[src/hw/msc_pkg.sv]
package msc_pkg;
	// Time base: the fabric clock period and the line bit time.
	localparam int CLK_PERIOD_NS = 10;
	localparam int BIT_TIME_NS = 100;
	localparam int BIT_CYC = BIT_TIME_NS / CLK_PERIOD_NS;
	localparam int HALF_CYC = BIT_CYC / 2;
	localparam logic [3:0] BIT_LAST = 4'(BIT_CYC - 1);
	localparam logic [3:0] HALF_CNT = 4'(HALF_CYC);
	// Carrier drops one and a half bit times after the last line edge.
	localparam int CRS_DROP_NS = 150;
	localparam logic [5:0] CRS_DROP_CNT = 6'(CRS_DROP_NS / CLK_PERIOD_NS);
	// A mid-cell edge comes at least three quarters of a bit after the previous one.
	localparam logic [3:0] MID_MIN_CNT = 4'((3 * BIT_CYC) / 4 - 1);
	localparam logic [2:0] LOCK_BITS = 3'h4;
	localparam int RXC_TAIL_BITS = 5;
	localparam logic [5:0] RXC_TAIL_CNT = 6'(RXC_TAIL_BITS * BIT_CYC);
	// Collision tone: 10 MHz +25% -15%, measured as half periods.
	localparam int COL_HALF_MIN_PS = 40000;
	localparam int COL_HALF_MAX_PS = 58824;
	localparam logic [5:0] COL_HALF_MIN_CNT =
		6'((COL_HALF_MIN_PS + CLK_PERIOD_NS * 1000 - 1) / (CLK_PERIOD_NS * 1000));
	localparam logic [5:0] COL_HALF_MAX_CNT =
		6'((COL_HALF_MAX_PS + CLK_PERIOD_NS * 1000 - 1) / (CLK_PERIOD_NS * 1000));
	localparam int COL_DROP_NS = 350;
	localparam logic [5:0] COL_DROP_CNT = 6'(COL_DROP_NS / CLK_PERIOD_NS);
	localparam logic [5:0] COL_HOLD_CNT = COL_DROP_CNT - 6'h3;
	// Register map, byte addresses.
	localparam logic [4:0] REG_CTRL = 5'h00;
	localparam logic [4:0] REG_STATUS = 5'h04;
	localparam logic [4:0] REG_IRQ_STATUS = 5'h08;
	localparam logic [4:0] REG_IRQ_ENABLE = 5'h0C;
	localparam logic [4:0] REG_IRQ_CLEAR = 5'h10;
	localparam int CTRL_LOOP_BIT = 0;
	localparam logic [7:0] CTRL_RST = 8'h00;
	localparam logic [3:0] IRQ_EN_RST = 4'h0;
	localparam int IRQ_CRS_RISE = 0;
	localparam int IRQ_CRS_FALL = 1;
	localparam int IRQ_COL_RISE = 2;
	localparam int IRQ_TX_DONE = 3;
endpackage : msc_pkg

[src/hw/msc_codec.sv]
`timescale 1ns/10ps
module msc_codec (
	input wire logic I_CLK,
	input wire logic I_RST_N,
	input wire logic [4:0] I_AVS_ADDRESS,
	input wire logic I_AVS_READ,
	input wire logic I_AVS_WRITE,
	input wire logic [31:0] I_AVS_WRITEDATA,
	input wire logic [3:0] I_AVS_BYTEENABLE,
	output logic [31:0] O_AVS_READDATA,
	output logic O_AVS_WAITREQUEST,
	output logic O_IRQ,
	input wire logic I_TX_DATA,
	input wire logic I_TX_ENCODE_ENABLE,
	output logic O_TX_BIT_CLOCK,
	output logic O_TX_POS,
	output logic O_TX_NEG,
	input wire logic I_IDLE_LEVEL_SELECT,
	input wire logic I_LOOPBACK_SELECT,
	input wire logic I_RX_POS,
	input wire logic I_RX_NEG,
	input wire logic I_COLLISION_IN_POS,
	input wire logic I_COLLISION_IN_NEG,
	output logic O_RX_DATA,
	output logic O_RECOVERED_CLOCK,
	output logic O_CARRIER_PRESENT,
	output logic O_COLLISION
);
	logic [7:0] ctrl_q;
	logic [3:0] irq_stat_q;
	logic [3:0] irq_en_q;
	logic [3:0] irq_clr;
	logic [3:0] irq_ev;
	logic ack_q;
	logic wr_go;
	logic rd_first;
	logic [7:0] rd_mux;
	logic sel_ctrl;
	logic sel_status;
	logic sel_istat;
	logic sel_ien;
	logic sel_iclr;
	logic loop_w;
	logic enc_line;
	logic enc_drive;
	logic enc_done;
	logic dec_level;
	logic rx_locked;
	logic crs_prev_q;
	logic col_lvl;
	logic col_prev_q;
	logic col_edge;
	logic col_ok;
	logic [5:0] col_cnt_q;
	logic [5:0] hold_q;
	logic [1:0] run_q;
	logic col_prev_flag_q;

	// Software loopback adds to the pin so a board test can run without strapping.
	assign loop_w = I_LOOPBACK_SELECT | ctrl_q[msc_pkg::CTRL_LOOP_BIT];
	// The decoder input is forced high when the encoder stops driving, like its tail cell, so idle in loopback adds no edge.
	assign dec_level = loop_w ? (enc_drive ? enc_line : 1'b1) : (I_RX_POS & ~I_RX_NEG);

	msc_tx_enc u_tx (
		.i_clk(I_CLK),
		.i_rst_n(I_RST_N),
		.i_data(I_TX_DATA),
		.i_enable(I_TX_ENCODE_ENABLE),
		.o_bit_clock(O_TX_BIT_CLOCK),
		.o_line(enc_line),
		.o_drive(enc_drive),
		.o_done(enc_done)
	);

	msc_rx_dec u_rx (
		.i_clk(I_CLK),
		.i_rst_n(I_RST_N),
		.i_level(dec_level),
		.o_data(O_RX_DATA),
		.o_clock(O_RECOVERED_CLOCK),
		.o_carrier(O_CARRIER_PRESENT),
		.o_locked(rx_locked)
	);

	// Collision tone: count half periods and accept those inside the band.
	assign col_lvl = ~loop_w & I_COLLISION_IN_POS & ~I_COLLISION_IN_NEG;
	assign col_edge = col_lvl ^ col_prev_q;
	assign col_ok = col_edge & (col_cnt_q >= msc_pkg::COL_HALF_MIN_CNT - 6'h1)
		& (col_cnt_q <= msc_pkg::COL_HALF_MAX_CNT - 6'h1);

	always_ff @(posedge I_CLK or negedge I_RST_N) begin
		if (!I_RST_N) begin
			col_prev_q <= 1'b0;
			col_cnt_q <= 6'h0;
			hold_q <= 6'h3F;
			run_q <= 2'h0;
			O_COLLISION <= 1'b0;
		end else begin
			col_prev_q <= col_lvl;
			col_cnt_q <= col_edge ? 6'h0 : col_cnt_q + {5'h0, col_cnt_q != 6'h3F};
			hold_q <= col_ok ? 6'h0 : hold_q + {5'h0, hold_q != 6'h3F};
			if (col_ok) begin
				run_q <= run_q + {1'b0, run_q != 2'h3};
			end else if (col_edge || hold_q >= msc_pkg::COL_HOLD_CNT) begin
				run_q <= 2'h0;
			end
			if (loop_w || hold_q >= msc_pkg::COL_HOLD_CNT) begin
				O_COLLISION <= 1'b0;
			end else if (col_ok && run_q != 2'h0) begin
				O_COLLISION <= 1'b1;
			end
		end
	end

	// Line driver: data while framing outside loopback, else the selected idle level.
	always_ff @(posedge I_CLK or negedge I_RST_N) begin
		if (!I_RST_N) begin
			O_TX_POS <= 1'b0;
			O_TX_NEG <= 1'b0;
		end else if (enc_drive && !loop_w) begin
			O_TX_POS <= enc_line;
			O_TX_NEG <= ~enc_line;
		end else begin
			O_TX_POS <= ~I_IDLE_LEVEL_SELECT;
			O_TX_NEG <= 1'b0;
		end
	end

	// Register slave: every access waits exactly one cycle.
	assign O_AVS_WAITREQUEST = (I_AVS_READ | I_AVS_WRITE) & ~ack_q;
	assign wr_go = I_AVS_WRITE & ack_q & I_AVS_BYTEENABLE[0];
	assign rd_first = I_AVS_READ & ~ack_q;
	assign sel_ctrl = (I_AVS_ADDRESS == msc_pkg::REG_CTRL);
	assign sel_status = (I_AVS_ADDRESS == msc_pkg::REG_STATUS);
	assign sel_istat = (I_AVS_ADDRESS == msc_pkg::REG_IRQ_STATUS);
	assign sel_ien = (I_AVS_ADDRESS == msc_pkg::REG_IRQ_ENABLE);
	assign sel_iclr = (I_AVS_ADDRESS == msc_pkg::REG_IRQ_CLEAR);
	assign rd_mux = sel_ctrl ? ctrl_q :
		sel_status ? {3'h0, loop_w, enc_drive, rx_locked, O_COLLISION, O_CARRIER_PRESENT} :
		sel_istat ? {4'h0, irq_stat_q} :
		sel_ien ? {4'h0, irq_en_q} : 8'h00;
	assign irq_clr = (wr_go && sel_iclr) ? I_AVS_WRITEDATA[3:0] : 4'h0;
	assign irq_ev = {enc_done, O_COLLISION & ~col_prev_flag_q,
		crs_prev_q & ~O_CARRIER_PRESENT, O_CARRIER_PRESENT & ~crs_prev_q};
	assign O_IRQ = |(irq_stat_q & irq_en_q);

	always_ff @(posedge I_CLK or negedge I_RST_N) begin
		if (!I_RST_N) begin
			ack_q <= 1'b0;
			O_AVS_READDATA <= 32'h00000000;
			ctrl_q <= msc_pkg::CTRL_RST;
			irq_en_q <= msc_pkg::IRQ_EN_RST;
			irq_stat_q <= 4'h0;
			crs_prev_q <= 1'b0;
			col_prev_flag_q <= 1'b0;
		end else begin
			ack_q <= (I_AVS_READ | I_AVS_WRITE) & ~ack_q;
			if (rd_first) begin
				O_AVS_READDATA <= {24'h000000, rd_mux};
			end
			if (wr_go && sel_ctrl) begin
				ctrl_q <= I_AVS_WRITEDATA[7:0];
			end
			if (wr_go && sel_ien) begin
				irq_en_q <= I_AVS_WRITEDATA[3:0];
			end
			// A new event wins over a clear in the same cycle.
			irq_stat_q <= (irq_stat_q & ~irq_clr) | irq_ev;
			crs_prev_q <= O_CARRIER_PRESENT;
			col_prev_flag_q <= O_COLLISION;
		end
	end

	property p_col_drop;
		@(posedge I_CLK) disable iff (!I_RST_N)
		(col_cnt_q >= msc_pkg::COL_DROP_CNT - 6'h1) |-> !O_COLLISION;
	endproperty
	a_col_drop: assert property (p_col_drop) else $error("collision held past 350 ns");

	property p_col_set;
		@(posedge I_CLK) disable iff (!I_RST_N)
		col_ok && run_q != 2'h0 && !loop_w |=> O_COLLISION;
	endproperty
	a_col_set: assert property (p_col_set) else $error("collision not flagged");

	property p_loop_idle;
		@(posedge I_CLK) disable iff (!I_RST_N)
		loop_w && I_IDLE_LEVEL_SELECT |=> !O_TX_POS && !O_TX_NEG && !O_COLLISION;
	endproperty
	a_loop_idle: assert property (p_loop_idle) else $error("line active in loopback");

	property p_idle_sel;
		@(posedge I_CLK) disable iff (!I_RST_N)
		(!enc_drive || loop_w) && !I_IDLE_LEVEL_SELECT |=> O_TX_POS && !O_TX_NEG;
	endproperty
	a_idle_sel: assert property (p_idle_sel) else $error("wrong idle level");

	property p_loop_sel;
		@(posedge I_CLK) disable iff (!I_RST_N)
		I_LOOPBACK_SELECT && enc_drive |-> dec_level == enc_line;
	endproperty
	a_loop_sel: assert property (p_loop_sel) else $error("loopback path open");

	property p_bus_wait;
		@(posedge I_CLK) disable iff (!I_RST_N)
		$rose(I_AVS_READ) |-> O_AVS_WAITREQUEST ##1 !O_AVS_WAITREQUEST;
	endproperty
	a_bus_wait: assert property (p_bus_wait) else $error("bus answer late");

	c_col: cover property (@(posedge I_CLK) disable iff (!I_RST_N) $rose(O_COLLISION));
	c_crs: cover property (@(posedge I_CLK) disable iff (!I_RST_N) $fell(O_CARRIER_PRESENT));
	c_rxc: cover property (@(posedge I_CLK) disable iff (!I_RST_N) $rose(O_RECOVERED_CLOCK));
	c_txd: cover property (@(posedge I_CLK) disable iff (!I_RST_N) enc_done && O_IRQ);
endmodule : msc_codec

[src/hw/msc_rx_dec.sv]
`timescale 1ns/10ps
module msc_rx_dec (
	input wire logic i_clk,
	input wire logic i_rst_n,
	input wire logic i_level,
	output logic o_data,
	output logic o_clock,
	output logic o_carrier,
	output logic o_locked
);
	logic prev_q;
	logic [5:0] gap_q;
	logic [3:0] mid_q;
	logic [3:0] phase_q;
	logic [3:0] phase_d;
	logic [2:0] lock_q;
	logic [5:0] tail_q;
	logic edge_w;
	logic accept;
	logic run;
	logic last_tail;

	// Line is oversampled at the fabric clock; edges near mid-cell carry the bits.
	assign edge_w = i_level ^ prev_q;
	assign accept = edge_w & (~o_carrier | (mid_q >= msc_pkg::MID_MIN_CNT));
	assign phase_d = (accept | (phase_q == msc_pkg::BIT_LAST)) ? 4'h0 : phase_q + 4'h1;
	assign run = o_carrier | (tail_q != 6'h0);
	// The clock stops on the edge where the tail count runs out, not one cycle later.
	assign last_tail = ~o_carrier & (tail_q == 6'h1);
	assign o_locked = (lock_q == msc_pkg::LOCK_BITS);

	always_ff @(posedge i_clk or negedge i_rst_n) begin
		if (!i_rst_n) begin
			prev_q <= 1'b0;
			gap_q <= 6'h0;
			mid_q <= 4'h0;
			phase_q <= 4'h0;
			lock_q <= 3'h0;
			tail_q <= 6'h0;
			o_data <= 1'b0;
			o_clock <= 1'b0;
			o_carrier <= 1'b0;
		end else begin
			prev_q <= i_level;
			gap_q <= edge_w ? 6'h0 : gap_q + {5'h0, gap_q != 6'h3F};
			mid_q <= accept ? 4'h0 : mid_q + {3'h0, mid_q != 4'hF};
			phase_q <= phase_d;
			if (edge_w) begin
				o_carrier <= 1'b1;
			end else if (gap_q >= msc_pkg::CRS_DROP_CNT - 6'h1) begin
				o_carrier <= 1'b0;
			end
			if (o_carrier && !edge_w && gap_q >= msc_pkg::CRS_DROP_CNT - 6'h1) begin
				tail_q <= msc_pkg::RXC_TAIL_CNT;
			end else if (!o_carrier && tail_q != 6'h0) begin
				tail_q <= tail_q - 6'h1;
			end
			if (accept) begin
				o_data <= i_level;
			end
			if (!run) begin
				lock_q <= 3'h0;
			end else if (accept && !o_locked) begin
				lock_q <= lock_q + 3'h1;
			end
			o_clock <= o_locked & run & ~last_tail & (phase_d >= msc_pkg::HALF_CNT);
		end
	end

	property p_rx_data;
		@(posedge i_clk) disable iff (!i_rst_n)
		accept |=> o_data == $past(i_level);
	endproperty
	a_rx_data: assert property (p_rx_data) else $error("decoded bit wrong");

	property p_crs_drop;
		@(posedge i_clk) disable iff (!i_rst_n)
		!edge_w && (gap_q == msc_pkg::CRS_DROP_CNT - 6'h1) |=> !o_carrier;
	endproperty
	a_crs_drop: assert property (p_crs_drop) else $error("carrier held too long");

	property p_crs_hold;
		@(posedge i_clk) disable iff (!i_rst_n)
		edge_w |=> o_carrier [*8];
	endproperty
	a_crs_hold: assert property (p_crs_hold) else $error("carrier missing");

	property p_rxc_lock;
		@(posedge i_clk) disable iff (!i_rst_n)
		!o_locked |=> !o_clock;
	endproperty
	a_rxc_lock: assert property (p_rxc_lock) else $error("clock before lock");

	property p_rxc_tail;
		@(posedge i_clk) disable iff (!i_rst_n)
		!o_carrier && (tail_q == 6'h1) |=> !o_clock [*8];
	endproperty
	a_rxc_tail: assert property (p_rxc_tail) else $error("clock after tail");
endmodule : msc_rx_dec

[src/hw/msc_tx_enc.sv]
`timescale 1ns/10ps
module msc_tx_enc (
	input wire logic i_clk,
	input wire logic i_rst_n,
	input wire logic i_data,
	input wire logic i_enable,
	output logic o_bit_clock,
	output logic o_line,
	output logic o_drive,
	output logic o_done
);
	logic [3:0] phase_q;
	logic [3:0] phase_d;
	logic bit_q;
	logic active_q;
	logic tail_q;
	logic line_d;
	logic take;
	logic first_half;

	// The bit clock rises on the edge where the cell counter wraps.
	assign take = (phase_q == msc_pkg::BIT_LAST);
	assign phase_d = take ? 4'h0 : phase_q + 4'h1;
	assign first_half = (phase_q < msc_pkg::HALF_CNT);
	// A one is low then high, a zero high then low; the tail cell is high.
	assign line_d = tail_q | (active_q & (first_half ? ~bit_q : bit_q));

	always_ff @(posedge i_clk or negedge i_rst_n) begin
		if (!i_rst_n) begin
			// Starting on the last phase gives a full five-cycle first high half.
			phase_q <= msc_pkg::BIT_LAST;
			o_bit_clock <= 1'b0;
			o_line <= 1'b0;
			o_drive <= 1'b0;
			o_done <= 1'b0;
			bit_q <= 1'b0;
			active_q <= 1'b0;
			tail_q <= 1'b0;
		end else begin
			phase_q <= phase_d;
			o_bit_clock <= (phase_d < msc_pkg::HALF_CNT);
			o_line <= line_d;
			o_drive <= active_q | tail_q;
			o_done <= take & ~i_enable & active_q;
			if (take) begin
				active_q <= i_enable;
				tail_q <= active_q & ~i_enable;
				if (i_enable) begin
					bit_q <= i_data;
				end
			end
		end
	end

	property p_tx_sample;
		@(posedge i_clk) disable iff (!i_rst_n)
		take && i_enable |=> (bit_q == $past(i_data)) && active_q;
	endproperty
	a_tx_sample: assert property (p_tx_sample) else $error("tx bit not sampled");

	property p_tx_manch;
		@(posedge i_clk) disable iff (!i_rst_n)
		take && i_enable |=> ##1 (o_line == !bit_q) ##5 (o_line == bit_q);
	endproperty
	a_tx_manch: assert property (p_tx_manch) else $error("bad manchester cell");

	property p_tx_end;
		@(posedge i_clk) disable iff (!i_rst_n)
		take && !i_enable && active_q |=> ##1 (o_line && o_drive) [*8];
	endproperty
	a_tx_end: assert property (p_tx_end) else $error("tail not high");

	property p_tx_bclk;
		@(posedge i_clk) disable iff (!i_rst_n)
		$rose(o_bit_clock) |-> o_bit_clock [*5] ##1 !o_bit_clock [*5] ##1 o_bit_clock;
	endproperty
	a_tx_bclk: assert property (p_tx_bclk) else $error("bit clock not 10 MHz");
endmodule : msc_tx_enc

[config.mk]
export PLATFORM = sky130hd
export DESIGN_NAME = msc_codec
export DESIGN_NICKNAME = d
export VERILOG_FILES = /design/src/hw/msc_pkg.sv /design/src/hw/msc_codec.sv /design/src/hw/msc_rx_dec.sv /design/src/hw/msc_tx_enc.sv
export SDC_FILE = /design/constraint.sdc
export NUM_CORES = 1
export LEC_CHECK = 0
export ABC_AREA = 1
export BUFFER_PORTS_ARGS = -buffer_cell sky130_fd_sc_hd__buf_4
export CORE_ASPECT_RATIO = 0.9
export CORE_MARGIN = 1
export CORE_UTILIZATION = 25
export CTS_CLUSTER_SIZE = 16
export DETAILED_ROUTE_END_ITERATION = 10
export PLACE_DENSITY = 0.56
export RECOVER_POWER = 100
export REMOVE_ABC_BUFFERS = 1
export SYNTH_ARGS = -nofsm -noshare
export SYNTH_HDL_FRONTEND = slang
export SYNTH_SLANG_ARGS = --single-unit
[constraint.sdc]
create_clock -name I_CLK -period 1.5 [get_ports I_CLK]
set_input_delay 0.225 -clock I_CLK [delete_from_list [all_inputs] [get_ports I_CLK]]
set_output_delay 0.225 -clock I_CLK [all_outputs]
set_load 0.01 [all_outputs]
## Word level (Yosys, flattened, before mapping)

Index checks and enable logic that the tools add are counted.

| operators by class | value |
|---|---|
| add/sub/neg operators | 9 |
| $mul | 0 |
| divide/modulo/power cells | 0 |
| order comparisons | 8 |
| equality and inequality tests | 14 |
| shift operators | 0 |
| mux-type cells | 26 |
| bitwise operators | 46 |
| reductions and logical operators | 24 |

Operators with widths:

| operator | number |
|---|---|
| 6-bit 2-to-1 mux | 5 |
| 4-bit 2-to-1 mux | 6 |
| 1-bit bitwise AND | 21 |
| 6-bit by 1-bit adder with 6-bit output | 3 |
| 6-bit != test, second input constant | 3 |
| 1-bit NOT | 12 |
| 5-bit by 4-bit == test with 1-bit output, second input constant | 2 |
| 2-bit nonzero test | 5 |
| 1-bit logical AND | 9 |
| 1-bit 2-to-1 mux | 9 |
| 4-bit by 1-bit adder with 4-bit output, second input constant | 2 |
| 4-bit bitwise AND | 2 |
| 4-bit == test, second input constant | 2 |
| 4-bit by 3-bit >= comparator with 1-bit output, second input constant | 2 |
| 4-bit by 3-bit less-than comparator with 1-bit output, second input constant | 2 |
| 8-bit 2-to-1 mux | 1 |
| 1-bit OR | 7 |
| 6-bit by 1-bit == test with 1-bit output, second input constant | 1 |
| 6-bit by 2-bit >= comparator with 1-bit output, second input constant | 1 |
| 6-bit by 4-bit >= comparator with 1-bit output, second input constant | 1 |
| 6-bit >= comparator, second input constant | 1 |
| 6-bit by 3-bit less-or-equal comparator with 1-bit output, second input constant | 1 |
| 3-bit 2-to-1 mux | 2 |
| 6-bit nonzero test | 1 |
| other kinds (19) | 26 |

| storage, ports and cells | value |
|---|---|
| register bits after elaboration | 83 |
| bits in latches | 0 |
| bits in writable memories | 0 |
| memory bits (read-only) | 0 |
| bits of input ports | 53 |
| output and inout port bits | 41 |
| logic and storage cells | 158 |
| memories kept | 0 |

## Logic depth before layout (Yosys ltp)

Gate-level depths: netlist (run 1).

| logic depth | value |
|---|---|
| depth after elaboration | 10 |
| gate-level depth with buffers | 10 |
| depth with buffers taken out | 10 |

## By module

From an unflattened synthesis (run 1), not the netlist that was laid out.

| second synthesis, totals | value |
|---|---|
| cells, all modules | 503 |
| area, all modules | 4304.1 sq um |

By module, submodules not included:

| module | instances | cells an instance | area an instance (sq um) | sequential area each (sq um) |
|---|---|---|---|---|
| msc_codec | 1 | 290 | 2399.8 | 1133.6 |
| msc_rx_dec | 1 | 162 | 1445.1 | 675.6 |
| msc_tx_enc | 1 | 51 | 459.2 | 277.8 |

## Worst setup path after synthesis (run 1)

OpenSTA, ideal clock, no wires.

| timing path | value |
|---|---|
| kind | flip-flop to flip-flop |
| start | register hold_q[3] |
| end | register hold_q[4] |
| library setup time | 0.078 ns |
| arrival time | 1.436 ns |
| required time | 1.422 ns |
| slack | -0.014 ns |
| cell stages (with the launch flop) | 8 |
| period minus slack after synthesis | 1.514 ns |
| path through | dfstp_2 nand4_1 nand3b_1 ha_1 ha_1 nand3_1 xor2_1 nor2_1 |

| on the way | value |
|---|---|
| word-level cells in the longest chain between the ends | 3 |

RTL lines:

| what | RTL line | text |
|---|---|---|
| start, declared | msc_codec.sv:55 | `logic [5:0] hold_q;` |
| start signal, assigned | msc_codec.sv:101 | `hold_q <= col_ok ? 6'h0 : hold_q + {5'h0, hold_q != 6'h3F};` |
| 6-bit != test | msc_codec.sv:101 |  |
| 6-bit by 1-bit adder with 6-bit output (*) | msc_codec.sv:101 |  |
| 6-bit 2-to-1 mux (*) | msc_codec.sv:101 |  |

Mark *: on every way between the ends. The rest lies on a longest branch, timed or not.
A chain may end at the register's enable or synchronous reset.

## Final worst setup path (run 1)

| timing path | value |
|---|---|
| start | register hold_q[2] |
| end | register hold_q[4] |

The elaborated chain is that of the path after synthesis.

==> impl_metrics.env, run 1 <==
export IMPL_status="finished, violations left"
export IMPL_failed_checks="setup timing"
export IMPL_synth_compound_area_share_pct=7.06
export IMPL_dr_pass1_iters=4
export IMPL_clk_insertion_delay_late_ns=0.34
export IMPL_seqPwrFrac_pct=41.7
export IMPL_combPwrFrac_pct=25.7
export IMPL_finalSetupViolCount=1
export IMPL_fin_tns_setup_ns=-0.00473
export IMPL_period_share_pct=100
export IMPL_clk_path_buf_depth=2
export IMPL_finalMaxSlewViolations=0
export IMPL_synth_avg_cell_area_sq_um=8.86
export IMPL_synth_area_mux_share_pct=1.53
export IMPL_ys_seq_elements=83
export IMPL_die_y_um=124
export IMPL_r2r_cells=7
export IMPL_n_antenna_cell=0
export IMPL_synth_top_cell_by_area="dfrtp_1"
export IMPL_yosysSeqAreaShare_pct=50.1
export IMPL_grt_setup_unrepaired="true"
export IMPL_overflow=0
export IMPL_fin_skew_ns=0.00639
export IMPL_start_util_pct=25.7
export IMPL_drive_above_1_share_pct=21.1
export IMPL_relSlewSlack_pct=61.1
export IMPL_start_kind="flop"
export IMPL_syn_inst=470
export IMPL_hold_depth=2
export IMPL_cts_sinks=83
export IMPL_cts_made_buffers=9
export IMPL_core_sq_um=16200
export IMPL_yosys_top_cells_area="dfrtp_1 (45%), nand2_1 (7.6%), inv_1 (6.2%)"
export IMPL_finalWorstSetupSlack_ns=-0.00473
export IMPL_grt_util_met1_pct=13.5
export IMPL_gr_usage_all_layers_pct=10.7
export IMPL_path_cells="nand4_1, nand3b_1, ha_2, ha_4, nand3_2, xor2_1, nor2_1"
export IMPL_clk_pin_slew_ns=0.06
export IMPL_nNetsFinal=620
export IMPL_grtUsageMet2_pct=17.0
export IMPL_hold_end="O_TX_POS"
export IMPL_ir_worst_vdd_v=0.000578
export IMPL_max_freq_mhz=665
export IMPL_route_detailed_drc=0
export IMPL_antenna_found_initial=0
export IMPL_grt_pass1_wl_um=14700
export IMPL_dr_first_iter_drc_count=143
export IMPL_grt_use_met3_pct=3.08
export IMPL_synth_fa_ha_area_share_pct=4.21
export IMPL_reg2reg_from="hold_q[2]"
export IMPL_hp_start="I_IDLE_LEVEL_SELECT"
export IMPL_p_sw_share_pct=30.5
export IMPL_place_inst=739
export IMPL_power_density_nw_per_um2=1380
export IMPL_power_switching_mw=2.18
export IMPL_io_pins=94
export IMPL_synth_xor_area_share_pct=3.19
export IMPL_fin_crit_ns=1.50
export IMPL_yosysUniqueCellTypes=38
export IMPL_cp_slowest_cell="dfstp_2"
export IMPL_p_leak_nw=2.55
export IMPL_cts_root_buf="clkbuf_16"
export IMPL_grt_pass1_vias=3163
export IMPL_crit_buf_inv=0
export IMPL_hold_viol_final=0
export IMPL_die_x_um=138
export IMPL_yosys_area_share_simple_pct=22.5
export IMPL_hold_path_class="input port to flop"
export IMPL_r2r_end="hold_q[4]"
export IMPL_r2r_slack_ns=-0.005
export IMPL_ant_nets=0
export IMPL_tritoncts="done"
export IMPL_cts_htree_levels=3
export IMPL_worst_pin_slew_ns=0.583
export IMPL_syn_area_sq_um=4160
export IMPL_via_per_inst=4.23
export IMPL_grt_max_degree=34
export IMPL_timing_worst_setup_path_type="flop to flop"
export IMPL_vias=3234
export IMPL_routed_wl_um=8890
export IMPL_drt_wirelength_per_cell_um=11.6
export IMPL_crit_arrival_ns=1.77
export IMPL_maxCapViolCount=0
export IMPL_hpwlAfterDp_um=6550
export IMPL_fp_row_count=44
export IMPL_yosysWarnings=0
export IMPL_stdcell_count=765
export IMPL_clkPwrFrac_pct=32.6
export IMPL_routabilityCongestion=0.805
export IMPL_p_int_mw=4.96
export IMPL_endpoint_kind="flop"
export IMPL_die_area_sq_um=17200
export IMPL_slowest_delay_ns=0.53
export IMPL_crit_family="flip-flops"
export IMPL_synth_top_family_by_area="simple AND/OR/NAND/NOR gates"
export IMPL_synth_top_cell_area_share_pct=45.1
export IMPL_syn_to_final_growth_pct=24.3
export IMPL_io_buffers=42
export IMPL_cp_max_fo=2
export IMPL_busiest_layer="met2"
export IMPL_cp_required_ns=1.77
[metrics by stage]
step                      area, sq um  utilization, %  worst slack, ns  hold WS, ns  power (mW)
after floorplan                  4040               -          -0.0220      -0.0706        4.11
after global placement           4810            29.7          -0.0681        0.143        4.65
after detailed placement         4810            29.7           -0.107        0.149        4.73
after CTS                        5170            31.9          -0.0245       0.0556        7.18
after global routing             5170            32.0          -0.0608       0.0558        7.65
final                            5170            32.0         -0.00473       0.0667        7.14
[area by class of cell]
class                           count  area, sq um
Sequential cell                    83         2090
Clock inverter                      5         78.8
Fill cell                        1704        11000
Timing Repair Buffer               76          493
Inverter                           70          263
Tap cell                          207          259
Multi-Input combinational cell    313         1760
Clock buffer                       11          233
[routing by layer]
metal	share of wire, %	up-vias	wire length (um)
met2	48	63	4280
met3	4.7	7	419
li1	-	1620	-
met1	46	1544	4070
met4	1.4	0	123
met5	0	-	0
[worst max-delay path by stage]
stage,startpoint,endpoint,slack [ns],cells past startpoint
after CTS,hold_q[2],hold_q[4],-0.02,7
final,hold_q[2],hold_q[4],-0.005,7
after global routing,hold_q[4],hold_q[5],-0.06,6
after detailed placement,hold_q[0],hold_q[4],-0.11,7
after global placement,hold_q[0],hold_q[4],-0.07,7
after floorplan,hold_q[3],hold_q[4],-0.02,7
[power by group through the flow]
| stage | combinational [mW] | clock, mW | sequential [mW] |
|---|---|---|---|
| finish | 1.84 | 2.33 | 2.98 |
| global route | 2.11 | 2.49 | 3.04 |
| CTS | 1.79 | 2.41 | 2.99 |
| global placement | 1.66 | 0 | 3.00 |
| detailed placement | 1.72 | 0 | 3.02 |
| floorplan | 1.09 | 0 | 3.02 |
[layout by cell type, fill, tap and decap left out, drive strengths merged]
| cell type | netlist | layout |
|---|---|---|
| nor3 | 5 | 5 |
| clkinv | 0 | 3 |
| nand3 | 28 | 28 |
| dfstp | 8 | 8 |
| dfrtp | 75 | 75 |
| nor2 | 63 | 63 |
| buf | 26 | 50 |
| or2 | 2 | 2 |
| conb | 1 | 24 |
| clkbuf | 1 | 36 |
| o21ai | 33 | 33 |
| a21oi | 13 | 13 |
| nand2 | 87 | 87 |
| bufinv | 0 | 2 |
| xor2 | 10 | 10 |
| xnor2 | 3 | 3 |
| nand3b | 2 | 2 |
| o21bai | 1 | 1 |
| nor3b | 1 | 1 |
| a211oi | 1 | 1 |
| inv | 70 | 70 |
| o211ai | 5 | 5 |
| and2 | 1 | 1 |
| mux2 | 5 | 5 |
| o31ai | 1 | 1 |
| ha | 14 | 14 |
| dlygate4sd3 | 0 | 1 |
| nand4 | 14 | 14 |
[cell usage after synthesis, drive strengths merged]
cell    instances
mux2            5
o31ai           1
and2            1
xnor2           3
buf            26
a21oi          13
or2             2
o211ai          5
dfstp           8
nand4          14
conb            1
o21ai          33
o21bai          1
ha             14
nand3b          2
nor3b           1
nor2           63
xor2           10
nor3            5
nand3          28
inv            70
clkbuf          1
a211oi          1
dfrtp          75
nand2          87
[repair_timing]
action | in CTS | in global routing
endpoints found under the hold margin | 19 | 0
buffers inserted | 1 | 8
resized for setup | 6 | 25
setup endpoints to repair | 4 | 28
pin swaps | 7 | 12
hold buffers | 1 | 0
[registers in the layout, summed over array words and instances (netlist names), 6 cells and up]
name,count
u_rx.gap_q,6
hold_q,6
O_AVS_READDATA,8
col_cnt_q,6
ctrl_q,8
u_rx.tail_q,6
[logic make-up (layout without fill, tap and decap cells)]
logic type | count (synthesis) | count (layout)
mux | 5 | 5
compound gates | 54 | 54
buf+inv | 97 | 162
simple gates | 203 | 203
other cells | 1 | 24
fa+ha+maj | 14 | 14
flops | 83 | 83
xor+xnor | 13 | 13
(Power assumes the default switching activity.)
==> inputs of run 2 (changes only) <==
--- a/config.mk
+++ b/config.mk
@@ -8,7 +8,7 @@
 export ABC_AREA = 1
 export BUFFER_PORTS_ARGS = -buffer_cell sky130_fd_sc_hd__buf_4
 export CORE_ASPECT_RATIO = 0.9
-export CORE_MARGIN = 1
+export CORE_MARGIN = 2
 export CORE_UTILIZATION = 25
 export CTS_CLUSTER_SIZE = 16
 export DETAILED_ROUTE_END_ITERATION = 10
==> run 2 against run 1 <==
Compared with the run above: the flow finishes with violations (DRC, setup timing); global-route usage is essentially flat; via count shrank 0.96%; cell count shrank 0.39%; maximum frequency shrank 0.71%.
==> impl_metrics.env, run 2 (synthesis results as in run 1) <==
export IMPL_cts_made_buffers=9
export IMPL_routed_wl_um=9000
export IMPL_n_antenna_cell=0
export IMPL_reg_top3="O_AVS_READDATA (8), ctrl_q (8)"
export IMPL_die_y_um=126
export IMPL_p_leak_nw=2.56
export IMPL_io_pins=94
export IMPL_cp_max_fo=2
export IMPL_reg2reg_from="hold_q[4]"
export IMPL_fp_row_count=44
export IMPL_layout_common_cells="nand2_1 (81), dfrtp_1 (75), inv_1 (63)"
export IMPL_cts_sinks=83
export IMPL_hpwlAfterDp_um=6740
export IMPL_routabilityCongestion=0.792
export IMPL_clk_pin_slew_ns=0.06
export IMPL_max_freq_mhz=660
export IMPL_finalWorstSetupSlack_ns=-0.0156
export IMPL_cts_htree_levels=3
export IMPL_hold_end="O_TX_POS"
export IMPL_r2r_cells=7
export IMPL_multiInputGateArea_sq_um=1790
export IMPL_ir_worst_vdd_v=0.000588
export IMPL_start_kind="flop"
export IMPL_die_area_sq_um=17700
export IMPL_nNetsFinal=617
export IMPL_finalMaxSlewViolations=0
export IMPL_finalSetupViolCount=2
export IMPL_r2r_end="hold_q[4]"
export IMPL_antenna_found_initial=0
export IMPL_final_area_sq_um=5210
export IMPL_fin_crit_ns=1.52
export IMPL_endpoint_kind="flop"
export IMPL_syn_to_final_growth_pct=25.1
export IMPL_r2r_slack_ns=-0.02
export IMPL_final_common_cell="nand2_1"
export IMPL_worst_pin_slew_ns=0.900
export IMPL_grt_max_degree=35
export IMPL_dr_first_iter_drc_count=167
export IMPL_nFillCells=1660
export IMPL_fin_total_pwr_mw=7.25
export IMPL_drt_wirelength_per_cell_um=11.8
export IMPL_crit_arrival_ns=1.78
export IMPL_relSlewSlack_pct=40.0
export IMPL_overflow=0
export IMPL_hp_start="I_IDLE_LEVEL_SELECT"
export IMPL_tritoncts="done"
export IMPL_vias=3203
export IMPL_status="finished, violations left"
export IMPL_power_density_nw_per_um2=1390
export IMPL_grt_pass1_wl_um=15000
export IMPL_gr_usage_all_layers_pct=10.7
export IMPL_timing_worst_setup_path_type="flop to flop"
export IMPL_hold_depth=2
export IMPL_holdWs_ns=0.0561
export IMPL_hold_viol_final=0
export IMPL_io_buffers=42
export IMPL_dpl_worst_slack_ns=-0.107
export IMPL_die_x_um=140
export IMPL_cp_required_ns=1.76
export IMPL_fin_skew_ns=0.00758
export IMPL_via_per_inst=4.20
export IMPL_route_detailed_drc=5
export IMPL_ant_nets=0
export IMPL_dr_pass1_iters=9
export IMPL_core_sq_um=16200
export IMPL_cts_root_buf="clkbuf_16"
export IMPL_grt_setup_unrepaired="true"
export IMPL_place_area_sq_um=4820
export IMPL_clk_path_buf_depth=2
export IMPL_drive_above_1_share_pct=22.5
export IMPL_clk_insertion_delay_late_ns=0.34
export IMPL_maxCapViolCount=0
export IMPL_final_util_pct=32.1
export IMPL_failed_checks="DRC, setup timing"
export IMPL_hold_path_class="input port to flop"
export IMPL_start_util_pct=25.6
export IMPL_grt_pass1_vias=3162
export IMPL_period_share_pct=101
export IMPL_seqCellArea_sq_um=2090
## run 2: timing repair
action	4_1_cts	5_1_grt
hold endpoints to repair	24	0
pin swaps	8	20
setup buffers	2	4
endpoints found under the setup margin	6	30
gates resized for setup	8	28
hold buffers	1	0
## run 2: cell type report
cell class / count / area share, %
Clock buffer: 11 / 4.85
Clock inverter: 5 / 1.44
Inverter: 70 / 5.05
Multi-Input combinational cell: 313 / 34.5
Sequential cell: 83 / 40.1
Tap cell: 207 / 4.97
Timing Repair Buffer: 73 / 9.13
## run 2: power breakdown
part | leakage (nW) | switching, mW | total (mW) | internal, mW
registers | 1.01 | 0.288 | 2.99 | 2.70
clock network | 0.165 | 0.873 | 2.41 | 1.54
logic | 1.38 | 1.05 | 1.84 | 0.799
## run 2: per-stage QoR
step | setup TNS (ns) | std cells
5_1_grt | -0.973 | 762
3_3_place_gp | -0.0647 | 739
2_1_floorplan | -0.0220 | 466
3_5_place_dp | -0.191 | 739
4_1_cts | -0.0737 | 758
6_report | -0.0160 | 762
## run 2: worst max-delay path by stage
stage	startpoint	end	slack (ns)	cells after the start
finish	hold_q[4]	hold_q[4]	-0.02	7
global route	col_cnt_q[5]	col_cnt_q[4]	-0.10	9
CTS	hold_q[4]	hold_q[5]	-0.04	6
detailed placement	hold_q[0]	hold_q[4]	-0.11	7
global placement	hold_q[4]	hold_q[4]	-0.06	7
floorplan	hold_q[3]	hold_q[4]	-0.02	7
## run 2: metal layers
layer  track usage (%)  part of all wire [%]  wire [um]
met3              3.81                   6.4        580
met5                 0                     0          0
met4              2.91                   1.7        153
met2              17.1                    47       4210
met1              13.8                    45       4060
## run 2: critical path: stages (launching register included)
cell	delay, ns
dfstp_2	0.53
nand4_1	0.10
nand3b_1	0.17
ha_2	0.20
ha_4	0.17
nand3_2	0.05
xor2_1	0.16
nor2_1	0.06
